<file path="src/alert_route_consts.svh">
/*
 constants for the pin-one alert routing mask: offset, field positions,
 reset value, pulse timing. assumes a 40 MHz core clock.
*/
`ifndef ALERT_ROUTE_CONSTS_SVH
`define ALERT_ROUTE_CONSTS_SVH
`define ROUTE_MASK_OFFSET 8'h27
`define ROUTE_MASK_WIDTH 24
`define ROUTE_MASK_RESET 24'h000000
`define ROUTE_MASK_IMPL 24'hFFFFFE
`define ROUTE_OC_HI 23
`define ROUTE_OC_LO 20
`define ROUTE_UC_HI 19
`define ROUTE_UC_LO 16
`define ROUTE_OV_HI 15
`define ROUTE_OV_LO 12
`define ROUTE_UV_HI 11
`define ROUTE_UV_LO 8
`define ROUTE_OP_HI 7
`define ROUTE_OP_LO 4
`define ROUTE_ACC_FULL_BIT 3
`define ROUTE_COUNT_FULL_BIT 2
`define ROUTE_CONV_DONE_BIT 1
`define CLK_PERIOD_NS 25
`define CONV_PULSE_US 5
`define CONV_PULSE_CYCLES ((`CONV_PULSE_US * 1000) / `CLK_PERIOD_NS)
`define PULSE_CNT_WIDTH 8
`endif

</file>
<file path="src/alert_route_pkg.sv">
/*
 types for the pin-one alert routing mask.
 assumes alert_route_consts.svh supplies the widths.
*/
`include "alert_route_consts.svh"
package alert_route_pkg;
    // tripped alert sources, laid out as the mask bits
    typedef struct packed {
        logic [3:0] overcurrent;
        logic [3:0] undercurrent;
        logic [3:0] overvoltage;
        logic [3:0] undervoltage;
        logic [3:0] overpower;
        logic accumulator_full;
        logic sample_count_full;
    } alert_src_type;
    typedef struct packed {
        logic write;
        logic read;
        logic [7:0] addr;
        logic [23:0] wdata;
    } reg_req_type;
    typedef enum logic [1:0] {
        pulse_idle = 2'b00,
        pulse_high = 2'b01
    } pulse_state_type;
endpackage

</file>
<file path="src/alert_pin_one_routing_mask.sv">
/*
 alert routing mask for multifunction pin one: mask register, gating of
 enabled alert sources onto the pin, and the conversion-done pulse.
 assumes the register port is driven on clk by the device's serial
 front end; alert sources and enables come from same-clock logic.
*/
// Contract
// - mask set bits route conditions to pin
// - mask acts only when pin in alert mode
// - bits 23..20 route overcurrent ch1..ch4
// - bits 19..16 route undercurrent ch1..ch4
// - bits 15..12 route overvoltage ch1..ch4
// - bits 11..9 route undervoltage ch1..ch3
// - bit 8 uv ch4, 7..4 overpower
// - bit 3 accumulator, bit 2 count full
// - bit 1: 5us pulse per conversion end
`timescale 1ns/1ps
`include "alert_route_consts.svh"
module alert_pin_one_routing_mask
    import alert_route_pkg::*;
(
    input wire logic clk,
    input wire logic reset,
    input wire reg_req_type req,
    input wire alert_src_type tripped,
    input wire alert_src_type enabled,
    input wire logic pin_is_alert,
    input wire logic conversion_end,
    output logic [23:0] rdata_r,
    output logic rvalid_r,
    output logic multifunction_pin_one_r
);
    logic [23:0] alert_pin_one_route_mask_r;
    logic hit;
    logic [21:0] gated;
    // decoded routing fields, one per implemented mask bit
    alert_src_type route_sel;
    logic route_overcurrent_ch_one;
    logic route_overcurrent_ch_two;
    logic route_overcurrent_ch_three;
    logic route_overcurrent_ch_four;
    logic route_undercurrent_ch_one;
    logic route_undercurrent_ch_two;
    logic route_undercurrent_ch_three;
    logic route_undercurrent_ch_four;
    logic route_overvoltage_ch_one;
    logic route_overvoltage_ch_two;
    logic route_overvoltage_ch_three;
    logic route_overvoltage_ch_four;
    logic route_undervoltage_ch_one;
    logic route_undervoltage_ch_two;
    logic route_undervoltage_ch_three;
    logic route_undervoltage_ch_four;
    logic route_overpower_ch_one;
    logic route_overpower_ch_two;
    logic route_overpower_ch_three;
    logic route_overpower_ch_four;
    logic route_accumulator_full;
    logic route_sample_count_full;
    logic conversion_done_pulse_pin_one;
    logic level_nxt;
    logic [`PULSE_CNT_WIDTH-1:0] pulse_cnt_r;
    pulse_state_type pulse_state_r;

    always_comb begin
        if (req.addr == `ROUTE_MASK_OFFSET) begin
            hit = 1'b1;
        end else begin
            hit = 1'b0;
        end
    end

    // bit 0 is not implemented and never stores
    always_ff @(posedge clk) begin
        if (reset) begin
            alert_pin_one_route_mask_r <= `ROUTE_MASK_RESET;
        end else if (req.write && hit) begin
            alert_pin_one_route_mask_r <= req.wdata & `ROUTE_MASK_IMPL;
        end
    end

    // unmapped reads answer zero
    always_ff @(posedge clk) begin
        if (reset) begin
            rdata_r <= 24'h000000;
            rvalid_r <= 1'b0;
        end else begin
            rvalid_r <= req.read;
            if (req.read && hit) begin
                rdata_r <= alert_pin_one_route_mask_r;
            end else begin
                rdata_r <= 24'h000000;
            end
        end
    end

    // named fields of the mask; bit 0 has no field
    always_comb begin
        // overcurrent group, channel one highest
        route_overcurrent_ch_one =
            alert_pin_one_route_mask_r[`ROUTE_OC_HI];
        route_overcurrent_ch_two =
            alert_pin_one_route_mask_r[`ROUTE_OC_HI - 1];
        route_overcurrent_ch_three =
            alert_pin_one_route_mask_r[`ROUTE_OC_HI - 2];
        route_overcurrent_ch_four =
            alert_pin_one_route_mask_r[`ROUTE_OC_LO];
        // undercurrent group
        route_undercurrent_ch_one =
            alert_pin_one_route_mask_r[`ROUTE_UC_HI];
        route_undercurrent_ch_two =
            alert_pin_one_route_mask_r[`ROUTE_UC_HI - 1];
        route_undercurrent_ch_three =
            alert_pin_one_route_mask_r[`ROUTE_UC_HI - 2];
        route_undercurrent_ch_four =
            alert_pin_one_route_mask_r[`ROUTE_UC_LO];
        // overvoltage group
        route_overvoltage_ch_one =
            alert_pin_one_route_mask_r[`ROUTE_OV_HI];
        route_overvoltage_ch_two =
            alert_pin_one_route_mask_r[`ROUTE_OV_HI - 1];
        route_overvoltage_ch_three =
            alert_pin_one_route_mask_r[`ROUTE_OV_HI - 2];
        route_overvoltage_ch_four =
            alert_pin_one_route_mask_r[`ROUTE_OV_LO];
        // undervoltage group, channel four down at bit 8
        route_undervoltage_ch_one =
            alert_pin_one_route_mask_r[`ROUTE_UV_HI];
        route_undervoltage_ch_two =
            alert_pin_one_route_mask_r[`ROUTE_UV_HI - 1];
        route_undervoltage_ch_three =
            alert_pin_one_route_mask_r[`ROUTE_UV_HI - 2];
        route_undervoltage_ch_four =
            alert_pin_one_route_mask_r[`ROUTE_UV_LO];
        // overpower group
        route_overpower_ch_one =
            alert_pin_one_route_mask_r[`ROUTE_OP_HI];
        route_overpower_ch_two =
            alert_pin_one_route_mask_r[`ROUTE_OP_HI - 1];
        route_overpower_ch_three =
            alert_pin_one_route_mask_r[`ROUTE_OP_HI - 2];
        route_overpower_ch_four =
            alert_pin_one_route_mask_r[`ROUTE_OP_LO];
        // accumulator limits and the conversion-done pulse
        route_accumulator_full =
            alert_pin_one_route_mask_r[`ROUTE_ACC_FULL_BIT];
        route_sample_count_full =
            alert_pin_one_route_mask_r[`ROUTE_COUNT_FULL_BIT];
        conversion_done_pulse_pin_one =
            alert_pin_one_route_mask_r[`ROUTE_CONV_DONE_BIT];
    end

    // channel one at the msb of each group, as in the mask
    always_comb begin
        route_sel.overcurrent = {route_overcurrent_ch_one,
            route_overcurrent_ch_two,
            route_overcurrent_ch_three,
            route_overcurrent_ch_four};
        route_sel.undercurrent = {route_undercurrent_ch_one,
            route_undercurrent_ch_two,
            route_undercurrent_ch_three,
            route_undercurrent_ch_four};
        route_sel.overvoltage = {route_overvoltage_ch_one,
            route_overvoltage_ch_two,
            route_overvoltage_ch_three,
            route_overvoltage_ch_four};
        route_sel.undervoltage = {route_undervoltage_ch_one,
            route_undervoltage_ch_two,
            route_undervoltage_ch_three,
            route_undervoltage_ch_four};
        route_sel.overpower = {route_overpower_ch_one,
            route_overpower_ch_two,
            route_overpower_ch_three,
            route_overpower_ch_four};
        route_sel.accumulator_full = route_accumulator_full;
        route_sel.sample_count_full = route_sample_count_full;
    end

    // enable gating keeps a disabled source off the pin
    always_comb begin
        gated = tripped & enabled;
        gated = gated & route_sel;
    end

    // 5 us pulse; a new conversion end restarts it
    always_ff @(posedge clk) begin
        if (reset) begin
            pulse_state_r <= pulse_idle;
            pulse_cnt_r <= '0;
        end else if (conversion_end && conversion_done_pulse_pin_one) begin
            pulse_state_r <= pulse_high;
            pulse_cnt_r <= `PULSE_CNT_WIDTH'(`CONV_PULSE_CYCLES - 1);
        end else begin
            case (pulse_state_r)
                pulse_high: begin
                    if (pulse_cnt_r == '0) begin
                        pulse_state_r <= pulse_idle;
                    end else begin
                        pulse_cnt_r <= pulse_cnt_r - 1'b1;
                    end
                end
                default: begin
                    pulse_state_r <= pulse_idle;
                end
            endcase
        end
    end

    always_comb begin
        level_nxt = (|gated) || (pulse_state_r == pulse_high);
        level_nxt = level_nxt && pin_is_alert;
    end

    always_ff @(posedge clk) begin
        if (reset) begin
            multifunction_pin_one_r <= 1'b0;
        end else begin
            multifunction_pin_one_r <= level_nxt;
        end
    end
endmodule // alert_pin_one_routing_mask

</file>
<file path="config.mk">
export PLATFORM = sky130hd
export DESIGN_NAME = alert_pin_one_routing_mask
export DESIGN_NICKNAME = d
export VERILOG_FILES = /design/src/alert_route_pkg.sv /design/src/alert_pin_one_routing_mask.sv
export VERILOG_INCLUDE_DIRS = /design/src
export SDC_FILE = /design/constraint.sdc
export NUM_CORES = 1
export LEC_CHECK = 0
export ABC_AREA = 0
export BUFFER_PORTS_ARGS = -buffer_cell sky130_fd_sc_hd__clkbuf_2
export CELL_PAD_IN_SITES_DETAIL_PLACEMENT = 1
export CELL_PAD_IN_SITES_GLOBAL_PLACEMENT = 1
export CORE_MARGIN = 2
export CORE_UTILIZATION = 35
export CTS_CLUSTER_SIZE = 8
export DETAILED_ROUTE_END_ITERATION = 7
export PLACE_DENSITY_LB_ADDON = 0.1
export SLEW_MARGIN = 20
export SYNTH_ARGS = -nofsm -noshare
export SYNTH_HDL_FRONTEND = slang
export SYNTH_SLANG_ARGS = --single-unit
</file>
<file path="constraint.sdc">
create_clock -name clk -period 2.7 [get_ports clk]
set_clock_uncertainty 0.15 [all_clocks]
set_input_delay 0.27 -clock clk [delete_from_list [all_inputs] [get_ports clk]]
set_output_delay 0.27 -clock clk [all_outputs]
set_load 0.01 [all_outputs]
</file>
Yosys cells after proc, flatten, opt, wreduce, memory -nomap -nowiden

Cells that the tools add are included.
W data, S select, Z words.

Muxes and demuxes: 7
Reductions and logical operators: 12
Equality and inequality tests: 3
$add $sub $neg: 1
Bitwise operators: 4

Operator list:

| kind                  | count |
|---|---|
| $and A22 B22 Y22      | 2 |
| $mux W8               | 3 |
| $reduce_or A22 Y1     | 1 |
| $eq A8 B6 Y1 const B  | 1 |
| $logic_not A8 Y1      | 1 |
| $sub A8 B1 Y8 const B | 1 |
| $logic_and A1 B1 Y1   | 4 |
| $mux W1               | 4 |
| $reduce_and A2 Y1     | 2 |
| $reduce_or A2 Y1      | 2 |
| $ne A3 B3 Y1 const B  | 1 |
| $ne A2 B2 Y1 const B  | 1 |
| $not A1 Y1            | 2 |
| $reduce_bool A2 Y1    | 1 |
| $logic_or A1 B1 Y1    | 1 |

Bits in registers: 57
Output and inout bits: 26
Word-level logic and storage cells: 34

Longest topological paths before layout

Gate-level depths: netlist (run 1).

Word-level depth: 5
Gate-level depth with buffers: 6
Mapped depth without buffers: 6

Least setup slack after synthesis (run 1)

Ideal clock, no wire load.

Path kind: register to register
From: reg pulse_cnt_r[5]
To: reg pulse_cnt_r[1]
Library setup time: 0.071 ns
Arrival: 1.565 ns
Buffers on the path: 0
Slack: 0.914 ns
Stages on the path, launching flop included: 5
Required time: 2.479 ns
Cell sequence: dfxtp_1 > or4_4 > o31ai_4 > mux2_2 > a21oi_1

Cells in the longest elaborated chain, start to end: 3

RTL lines:

| what                               | line                              | source |
|---|---|---|
| start: declaration                 | alert_pin_one_routing_mask.sv:62  | `` logic [`PULSE_CNT_WIDTH-1:0] pulse_cnt_r; `` |
| start signal: assignment           | alert_pin_one_routing_mask.sv:192 | `` pulse_cnt_r <= `PULSE_CNT_WIDTH'(`CONV_PULSE_CYCLES - 1); `` |
| start signal: assignment           | alert_pin_one_routing_mask.sv:199 | `pulse_cnt_r <= pulse_cnt_r - 1'b1;` |
| $logic_not A8 Y1                   | alert_pin_one_routing_mask.sv:196 | `if (pulse_cnt_r == '0) begin` |
| $ne A2 B2 Y1 (no source line)      | --                                |  |
| $reduce_and A2 Y1 (no source line) | --                                |  |

No other way between the ends.
A chain may end at the register's enable or synchronous reset.

Worst setup path after layout (run 1)

Same ends and word-level chain as after synthesis.

==> flow_summary.json, run 1 <==
{
  "run_status": "finished clean",
  "synth.avg_cell_area_um2": 10.0,
  "synth.cell_area_um2": 2130,
  "finalWirelength_um": 5570,
  "min_period_over_period": 0.695,
  "async_flop_share": 0,
  "wl_met2_um": 2800,
  "dp.cells": 385,
  "routed-wl-met3_um": 385,
  "synthToLayoutAreaGrowth_pct": 38.3,
  "cts_tree": "yes",
  "wl_met1_um": 2320,
  "crit_fanout": 4,
  "ios": 108,
  "grt_start_max_net_pins": 34,
  "synth_edf_count": 0,
  "finalMaxSlewViolations": 0,
  "endpoint_kind": "flop",
  "detail_route.wl_per_cell_um": 13.9,
  "setup_tns_ns": 0,
  "r2r-end": "pulse_cnt_r[1]$_SDFFE_PP0P_",
  "numCtsBuffers": 9,
  "insertion_delay_ns": 0.33,
  "synth_ff_type": "dfxtp_1",
  "synth_top_area_share": 0.536,
  "drt-initial-drc-count": 49,
  "cap_violations": 0,
  "dpl.hpwl_um": 4170,
  "fin_cells": 402,
  "synth_most_common_cell": "dfxtp_1",
  "finalSetupViolCount": 0,
  "via_per_inst": 4.67,
  "cp-start-kind": "flop",
  "netlist_instances": 212,
  "antenna_cells": 0,
  "hold_depth": 3,
  "final_antenna_net_count": 0,
  "power_leakage_nw": 1.50,
  "reg2reg_depth": 4,
  "cts_buffer_depth": 2,
  "clk_pin_slew_ns": 0.07,
  "grt_pass1_vias": 1941,
  "synth_top_area_cell": "dfxtp_1",
  "die_y_um": 82.0,
  "drive_gt1_frac": 0.382,
  "vias": 1878,
  "place_congestion": 0.727,
  "htreeDepth": 3,
  "drcViolationCount": 0,
  "hold_class": "in2reg",
  "placed_cell_area_um2": 2720,
  "post-route-util": 0.500,
  "hold_viol": 0,
  "cts_root_buffer": "clkbuf_8",
  "post-route-min-period_ns": 1.88,
  "rows": 28,
  "core_um2": 5890,
  "die_w_um": 82.0,
  "ys_ff_latch": 57,
  "track_usage": 0.179,
  "p_per_area_nw_per_um2": 599,
  "ys_warn_count": 0,
  "initial_core_util": 0.361,
  "grt_setup_unrepaired": "no",
  "relSlewSlack": 0.495,
  "arrival_ns": 1.99,
  "cts_setup_buffers": 0,
  "synth_fp_nets": 296,
  "ff2ff_setup_slack_ns": 0.82,
  "hold_start": "req[17]",
  "die-area_um2": 6720,
  "grt_pass1_wl_um": 8810,
  "rr_startpoint": "pulse_cnt_r[5]$_SDFFE_PP0P_",
  "clock_sinks": 57,
  "synth_common_cells": "57 x dfxtp_1, 26 x nor2_1, 25 x and2_1",
  "cts_resized": 0,
  "power_mw": 1.76,
  "routed.top_layer": "met4",
  "synth_cell_types": 30,
  "required_ns": 2.81,
  "finalNetCount": 406,
  "fmax_mhz": 533,
  "hold_end": "alert_pin_one_route_mask_r[17]$_SDFFE_PP0P_",
  "synth_area_leaders": "dfxtp_1 54%, mux2i_1 11%, and2_1 7.4%, nand3_1 5.6%, nor2_1 4.6%",
  "dr.pass1.iters": 4,
  "tightest_slew_ns": 0.758,
  "seq_area_frac_synth": 0.536,
  "overflow": 0,
  "critical_path_class": "reg2reg",
  "portBuffers": 105,
  "antenna_found_initial": 0,
  "final_area_um2": 2940,
  "irDropWorstVdd_v": 0.000287
}
repair_timing:
item	4_1_cts	5_1_grt
hold buffers	1	0
endpoints found under the hold margin	1	0
setup endpoints to repair	0	0
final cells by class:
type / instances / area, um^2
fillers: 732 / 2940
flip-flops and latches: 57 / 1140
multi-input cells: 144 / 938
repair buffers: 108 / 551
clock buffers: 10 / 128
well taps: 75 / 93.8
clock inverters: 6 / 82.6
inverters: 2 / 7.51
placed cells by master (no fill, tap or decap), drive strengths merged, types with 3 or more instances in the layout:
| cell | netlist | layout |
|---|---|---|
| clkinv | 0 | 3 |
| nor4b | 3 | 3 |
| nand4 | 5 | 5 |
| and2 | 25 | 25 |
| xor2 | 3 | 3 |
| nor2b | 3 | 3 |
| dfxtp | 57 | 57 |
| nor3 | 3 | 3 |
| nor2 | 26 | 26 |
| a21oi | 8 | 8 |
| nand3 | 24 | 24 |
| mux2i | 24 | 24 |
| clkbuf | 6 | 115 |
stage by stage:
stage          worst slack, ns  hold WS (ns)
2_1_floorplan            0.914         0.250
3_3_place_gp             0.784         0.319
3_5_place_dp             0.750         0.327
4_1_cts                  0.813       0.00810
5_1_grt                  0.706        0.0135
6_report                 0.824        0.0238
flip-flops by register name, summed over array words and instances, names as in the netlist:
name                        cells
pulse_state_r                   1
rvalid_r                        1
pulse_cnt_r                     8
rdata_r                        23
alert_pin_one_route_mask_r     23
multifunction_pin_one_r         1
where the power goes:
| group | total [mW] | internal, mW | leakage (nW) | switching [mW] |
|---|---|---|---|---|
| clock network | 0.843 | 0.514 | 0.106 | 0.329 |
| registers | 0.843 | 0.842 | 0.459 | 0.000681 |
| logic | 0.0753 | 0.0466 | 0.933 | 0.0288 |
cell families (layout without fill, tap and decap cells):
| family | Yosys count | after routing | synth area share |
|---|---|---|---|
| AO/OA/AOI/OAI | 14 | 14 | 0.0453 |
| XOR/XNOR | 5 | 5 | 0.0206 |
| multiplexers | 25 | 25 | 0.118 |
| other | 1 | 1 | 0.00176 |
| AND/OR/NAND/NOR | 97 | 97 | 0.244 |
| adder cells (fa/ha/maj) | 2 | 2 | 0.0118 |
| flip-flops | 57 | 57 | 0.536 |
| buffers and inverters | 11 | 126 | 0.0224 |
worst max-delay path: stages, from the launching register on:
cell and delay [ns]:
dfxtp_1 0.34, or4_4 0.57, o31ai_4 0.25, mux2_2 0.36
a21oi_1 0.13
routing by layer:
layer	up-vias	track usage
met3	8	0.0714
met4	0	0.0650
met5	-	0
li1	954	-
met2	68	0.313
met1	848	0.194
worst max-delay path by stage:
stage                           startpoint  slack (ns)  depth (start not counted)                          end
2_1_floorplan  pulse_cnt_r[5]$_SDFFE_PP0P_        0.91                          4  pulse_cnt_r[1]$_SDFFE_PP0P_
4_1_cts        pulse_cnt_r[5]$_SDFFE_PP0P_        0.81                          4  pulse_cnt_r[1]$_SDFFE_PP0P_
3_5_place_dp                       req[28]        0.75                          4       rdata_r[16]$_SDFF_PP0_
6_report       pulse_cnt_r[5]$_SDFFE_PP0P_        0.82                          4  pulse_cnt_r[1]$_SDFFE_PP0P_
3_3_place_gp                       req[28]        0.78                          4        rdata_r[6]$_SDFF_PP0_
5_1_grt        pulse_cnt_r[0]$_SDFFE_PP0P_        0.71                          6  pulse_cnt_r[4]$_SDFFE_PP0P_
Note: power is estimated with default switching activity, not from simulation.
==> inputs of run 2 (changes only) <==
CORE_UTILIZATION = 29   (was 35)
clock period = 1.5 ns   (was 2.7 ns; I/O delays follow)
==> run 2 against run 1 <==
The flow now finishes with violations (setup timing); sequential share of layout area decreased by 5.5 points; highest routed layer unchanged; worst setup slack got worse by 1.1 ns; core utilization decreased by 2.0 points; first-iteration DRC count decreased by 49%.
==> flow_summary.json, run 2 (synthesis gave the netlist of run 1 again) <==
{
  "run_status": "finished, violations left",
  "violations": "setup timing",
  "cts_tree": "yes",
  "hold_class": "in2reg",
  "p_clk_frac": 0.492,
  "critical_path_class": "reg2reg",
  "grt_setup_unrepaired": "yes",
  "antenna_cells": 0,
  "required_ns": 1.61,
  "cp-start-kind": "flop",
  "fmax_mhz": 572,
  "clock_sinks": 57,
  "rows": 31,
  "drcViolationCount": 0,
  "final_antenna_net_count": 0,
  "dr.pass1.iters": 4,
  "insertion_delay_ns": 0.33,
  "arrival_ns": 1.86,
  "dp_worst_setup_slack_ns": -0.284,
  "p_sw_mw": 0.658,
  "grt_start_max_net_pins": 34,
  "final_common_cell": "clkbuf_2",
  "p_sw_frac": 0.196,
  "track_usage": 0.164,
  "dp.cells": 425,
  "die_w_um": 89.6,
  "antenna_found_initial": 0,
  "place_congestion": 0.768,
  "finalMaxSlewViolations": 0,
  "initial_core_util": 0.296,
  "mostFrequentLayoutCells": "105 x clkbuf_2, 54 x dfxtp_1, 26 x nor2_1, 26 x dlygate4sd3_1, 25 x and2_1",
  "finalWirelength_um": 6440,
  "setup_ws_ns": -0.249,
  "cap_violations": 0,
  "grt_pass1_vias": 2126,
  "crit_fanout": 2,
  "top_regs": "alert_pin_one_route_mask_r x23, rdata_r x23, pulse_cnt_r x8",
  "fin_cells": 467,
  "irDropWorstVdd_v": 0.000406,
  "pwr-share-comb": 0.057,
  "endpoint_kind": "flop",
  "die-area_um2": 8040,
  "htreeDepth": 3,
  "power_leakage_nw": 1.73,
  "cts_buffer_depth": 2,
  "clk_pin_slew_ns": 0.06,
  "p_per_area_nw_per_um2": 977,
  "seqPwrFrac": 0.451,
  "hold_viol": 0,
  "hold_slack_ns": 0.0326,
  "portBuffers": 105,
  "finalNetCount": 448,
  "ios": 108,
  "drive_gt1_frac": 0.416,
  "cts_root_buffer": "clkbuf_8",
  "synthToLayoutAreaGrowth_pct": 61.8,
  "detail_route.wl_per_cell_um": 13.8,
  "vias": 2079,
  "overflow": 0,
  "dpl.hpwl_um": 4510,
  "nFillCells": 863,
  "core_um2": 7180,
  "die_y_um": 89.6,
  "numCtsBuffers": 9,
  "intPower_mw": 2.71,
  "finalSetupViolCount": 7,
  "via_per_inst": 4.45,
  "power_mw": 3.36,
  "post-route-min-period_ns": 1.75,
  "drt-initial-drc-count": 25,
  "min_period_over_period": 1.17,
  "grt_pass1_wl_um": 9850
}
==> run 2: cell count changes in the layout (fill, tap and decap cells not counted), sizes merged <==
cell	change
clkinvlp	-1
dlygate4sd3	+25
clkinv	-3
buf	+17
clkbuf	+3
==> run 2: through the flow <==
| stage | instance area [um^2] | util | TNS (ns) |
|---|---|---|---|
| floorplan | 2140 | - | -0.528 |
| global placement | 2910 | 0.406 | -2.38 |
| detailed placement | 2910 | 0.406 | -4.21 |
| CTS | 3410 | 0.475 | -1.34 |
| global route | 3440 | 0.480 | -1.94 |
| finish | 3440 | 0.480 | -1.26 |
==> run 2: repair_timing <==
action,CTS,global route
endpoints found under the hold margin,25,0
buffers inserted,0,1
pin swaps,4,2
endpoints found under the setup margin,8,9
hold buffers,26,0
gates resized for setup,4,6
==> run 2: power by group through the flow <==
stage | Sequential (mW) | Combinational, mW | Clock [mW]
after global placement | 1.55 | 0.135 | 0
after detailed placement | 1.55 | 0.137 | 0
after CTS | 1.52 | 0.192 | 1.70
after floorplan | 1.55 | 0.0255 | 0
final | 1.52 | 0.191 | 1.66
after global routing | 1.52 | 0.209 | 1.79
==> run 2: layout make-up <==
type	count	area (um^2)	share of cell area
repair buffers	150	953	0.277
clock buffers	13	169	0.0491
flip-flops and latches	57	1140	0.333
well taps	99	124	0.0360
multi-input cells	144	983	0.286
inverters	2	7.51	0.00218
clock inverters	2	60.1	0.0174
==> run 2: final timing paths <==
path,from,end,slack [ns],cells after the start
setup reg to reg,pulse_cnt_r[3]$_SDFFE_PP0P_,pulse_cnt_r[1]$_SDFFE_PP0P_,-0.25,4
setup / recovery,pulse_cnt_r[3]$_SDFFE_PP0P_,pulse_cnt_r[1]$_SDFFE_PP0P_,-0.25,4
hold / removal,conversion_end,pulse_cnt_r[3]$_SDFFE_PP0P_,0.03,3
hold reg to reg,alert_pin_one_route_mask_r[6]$_SDFFE_PP0P_,rdata_r[6]$_SDFF_PP0_,0.34,1
==> run 2: per-layer routing <==
| layer | GRT usage | wire length (um) | up-vias |
|---|---|---|---|
| li1 | - | - | 1029 |
| met4 | 0.0651 | 60 | 0 |
| met1 | 0.180 | 2620 | 991 |
| met2 | 0.306 | 3500 | 53 |
| met3 | 0.0338 | 262 | 6 |
| met5 | 0 | 0 | - |
==> run 2: worst max-delay path, cell delays in order, from the launching register on <==
cell,delay (ns)
dfxtp_2,0.32
or4_4,0.55
o31ai_4,0.23
mux2_4,0.33
a21oi_2,0.10
==> inputs of run 3 (changes only) <==
CELL_PAD_IN_SITES_GLOBAL_PLACEMENT = 2   (was 1)
CORE_UTILIZATION = 23   (was 29)
==> run 3 against run 2 <==
The flow still finishes with violations (setup timing); critical path depth unchanged; count of clock-buffer cells in the layout unchanged; cell count grew 2.8%; combinational power about the same; worst hold slack better by 0.0040 ns; sequential power about the same; global-route usage shrank 3.2 points; routed wire length fell by 1.1%; critical path type unchanged; largest cell class unchanged; highest routed layer unchanged.
==> flow_summary.json, run 3 (synthesis gave the netlist of run 1 again) <==
{
  "dr.pass1.iters": 4,
  "htreeDepth": 3,
  "final_antenna_net_count": 0,
  "die-area_um2": 10000,
  "drive_gt1_frac": 0.412,
  "antenna_cells": 0,
  "setup_ws_ns": -0.283,
  "post-route-min-period_ns": 1.78,
  "drt-initial-drc-count": 28,
  "clock_sinks": 57,
  "irDropWorstVdd_v": 0.000447,
  "top_regs": "alert_pin_one_route_mask_r x23, rdata_r x23, pulse_cnt_r x8",
  "crit_slowest_cell": "or4_4",
  "seq_area_um2": 1140,
  "finalMaxSlewViolations": 0,
  "grt_pass1_vias": 2109,
  "p_per_area_nw_per_um2": 940,
  "fmax_mhz": 561,
  "cts_buffer_depth": 2,
  "initial_core_util": 0.234,
  "setup_tns_ns": -1.24,
  "endpoint_kind": "flop",
  "cap_violations": 0,
  "grt_pass1_wl_um": 10100,
  "finalWirelength_um": 6370,
  "grt_setup_unrepaired": "yes",
  "detail_route.wl_per_cell_um": 13.3,
  "cts_root_buffer": "clkbuf_8",
  "numCtsBuffers": 9,
  "die_y_um": 100,
  "final_common_cell": "clkbuf_2",
  "die_w_um": 100,
  "hold_class": "in2reg",
  "cp_top_family": "simple AND/OR/NAND/NOR gates",
  "finalNetCount": 449,
  "crit_fanout": 3,
  "clk_pin_slew_ns": 0.06,
  "cp_cell_sequence": "or4_4 -> o31ai_4 -> mux2_4 -> a21oi_2",
  "run_status": "finished, violations left",
  "dpl.hpwl_um": 4580,
  "track_usage": 0.132,
  "drcViolationCount": 0,
  "rows": 35,
  "portBuffers": 105,
  "multi_input_area_um2": 975,
  "hold_viol": 0,
  "violations": "setup timing",
  "min_period_over_period": 1.19,
  "grt_start_max_net_pins": 34,
  "finalSetupViolCount": 8,
  "nFillCells": 1084,
  "insertion_delay_ns": 0.33,
  "ios": 108,
  "slowest_delay_ns": 0.55,
  "arrival_ns": 1.89,
  "cp-start-kind": "flop",
  "required_ns": 1.61,
  "vias": 2047,
  "antenna_found_initial": 0,
  "place_congestion": 0.729,
  "mostFrequentLayoutCells": "105 x clkbuf_2, 55 x dfxtp_1, 26 x nor2_1, 26 x dlygate4sd3_1, 25 x and2_1",
  "power_leakage_nw": 1.72,
  "overflow": 0,
  "cts_tree": "yes",
  "core_um2": 9110,
  "synthToLayoutAreaGrowth_pct": 61.7,
  "critical_path_class": "reg2reg",
  "power_mw": 3.23,
  "via_per_inst": 4.26,
  "path_buf_inv": 0
}
## run 3: changes by cell type in the layout (fill, tap and decap cells not counted), sizes merged
cell,delta
clkinv,+1
buf,+1
bufinv,-1
## run 3: where the power goes
part	switching, mW	leakage [nW]	internal (mW)
Sequential	0.000994	0.460	1.52
Clock	0.592	0.112	0.937
Combinational	0.0623	1.15	0.127
## run 3: worst paths after layout
check	from	to	slack, ns	cells after the start
hold / removal	conversion_end	pulse_cnt_r[4]$_SDFFE_PP0P_	0.04	3
setup / recovery	pulse_cnt_r[6]$_SDFFE_PP0P_	pulse_cnt_r[1]$_SDFFE_PP0P_	-0.28	4
setup reg to reg	pulse_cnt_r[6]$_SDFFE_PP0P_	pulse_cnt_r[1]$_SDFFE_PP0P_	-0.28	4
hold reg to reg	alert_pin_one_route_mask_r[20]$_SDFFE_PP0P_	rdata_r[20]$_SDFF_PP0_	0.33	1
## run 3: what timing repair did
item,in CTS,in global routing
setup buffers,0,1
resized for setup,5,2
setup endpoints to repair,9,9
pin swaps,5,2
hold buffers,26,0
endpoints found under the hold margin,25,0
## run 3: routing by layer
| metal | vias to the layer above | share of wire | routed length, um | track usage |
|---|---|---|---|---|
| li1 | 1033 | - | - | - |
| met1 | 947 | 0.45 | 2890 | 0.158 |
| met2 | 61 | 0.48 | 3050 | 0.221 |
| met3 | 6 | 0.055 | 347 | 0.0334 |
| met4 | 0 | 0.014 | 88 | 0.0664 |
| met5 | - | 0 | 0 | 0 |
## run 3: stage by stage
step / worst slack (ns) / std cells / util / hold WS [ns] / area, um^2
global placement: -0.272 / 438 / 0.322 / 0.195 / 2930
floorplan: -0.278 / 212 / - / 0.130 / 2140
detailed placement: -0.303 / 438 / 0.322 / 0.197 / 2930
finish: -0.283 / 480 / 0.378 / 0.0366 / 3440
global route: -0.344 / 480 / 0.378 / 0.0525 / 3440
CTS: -0.270 / 479 / 0.376 / 0.0238 / 3420
## run 3: cell type report
type | instances | share of cell area
Sequential cell | 57 | 0.332
Multi-Input combinational cell | 144 | 0.283
Timing Repair Buffer | 151 | 0.279
Clock buffer | 13 | 0.0520
Tap cell | 111 | 0.0404
Clock inverter | 2 | 0.0102
Inverter | 2 | 0.00218
## run 3: tightest hold or removal path, stage by stage
cell      delay (ns)
clkbuf_2        0.08
and2_1          0.17
nor3_1          0.06
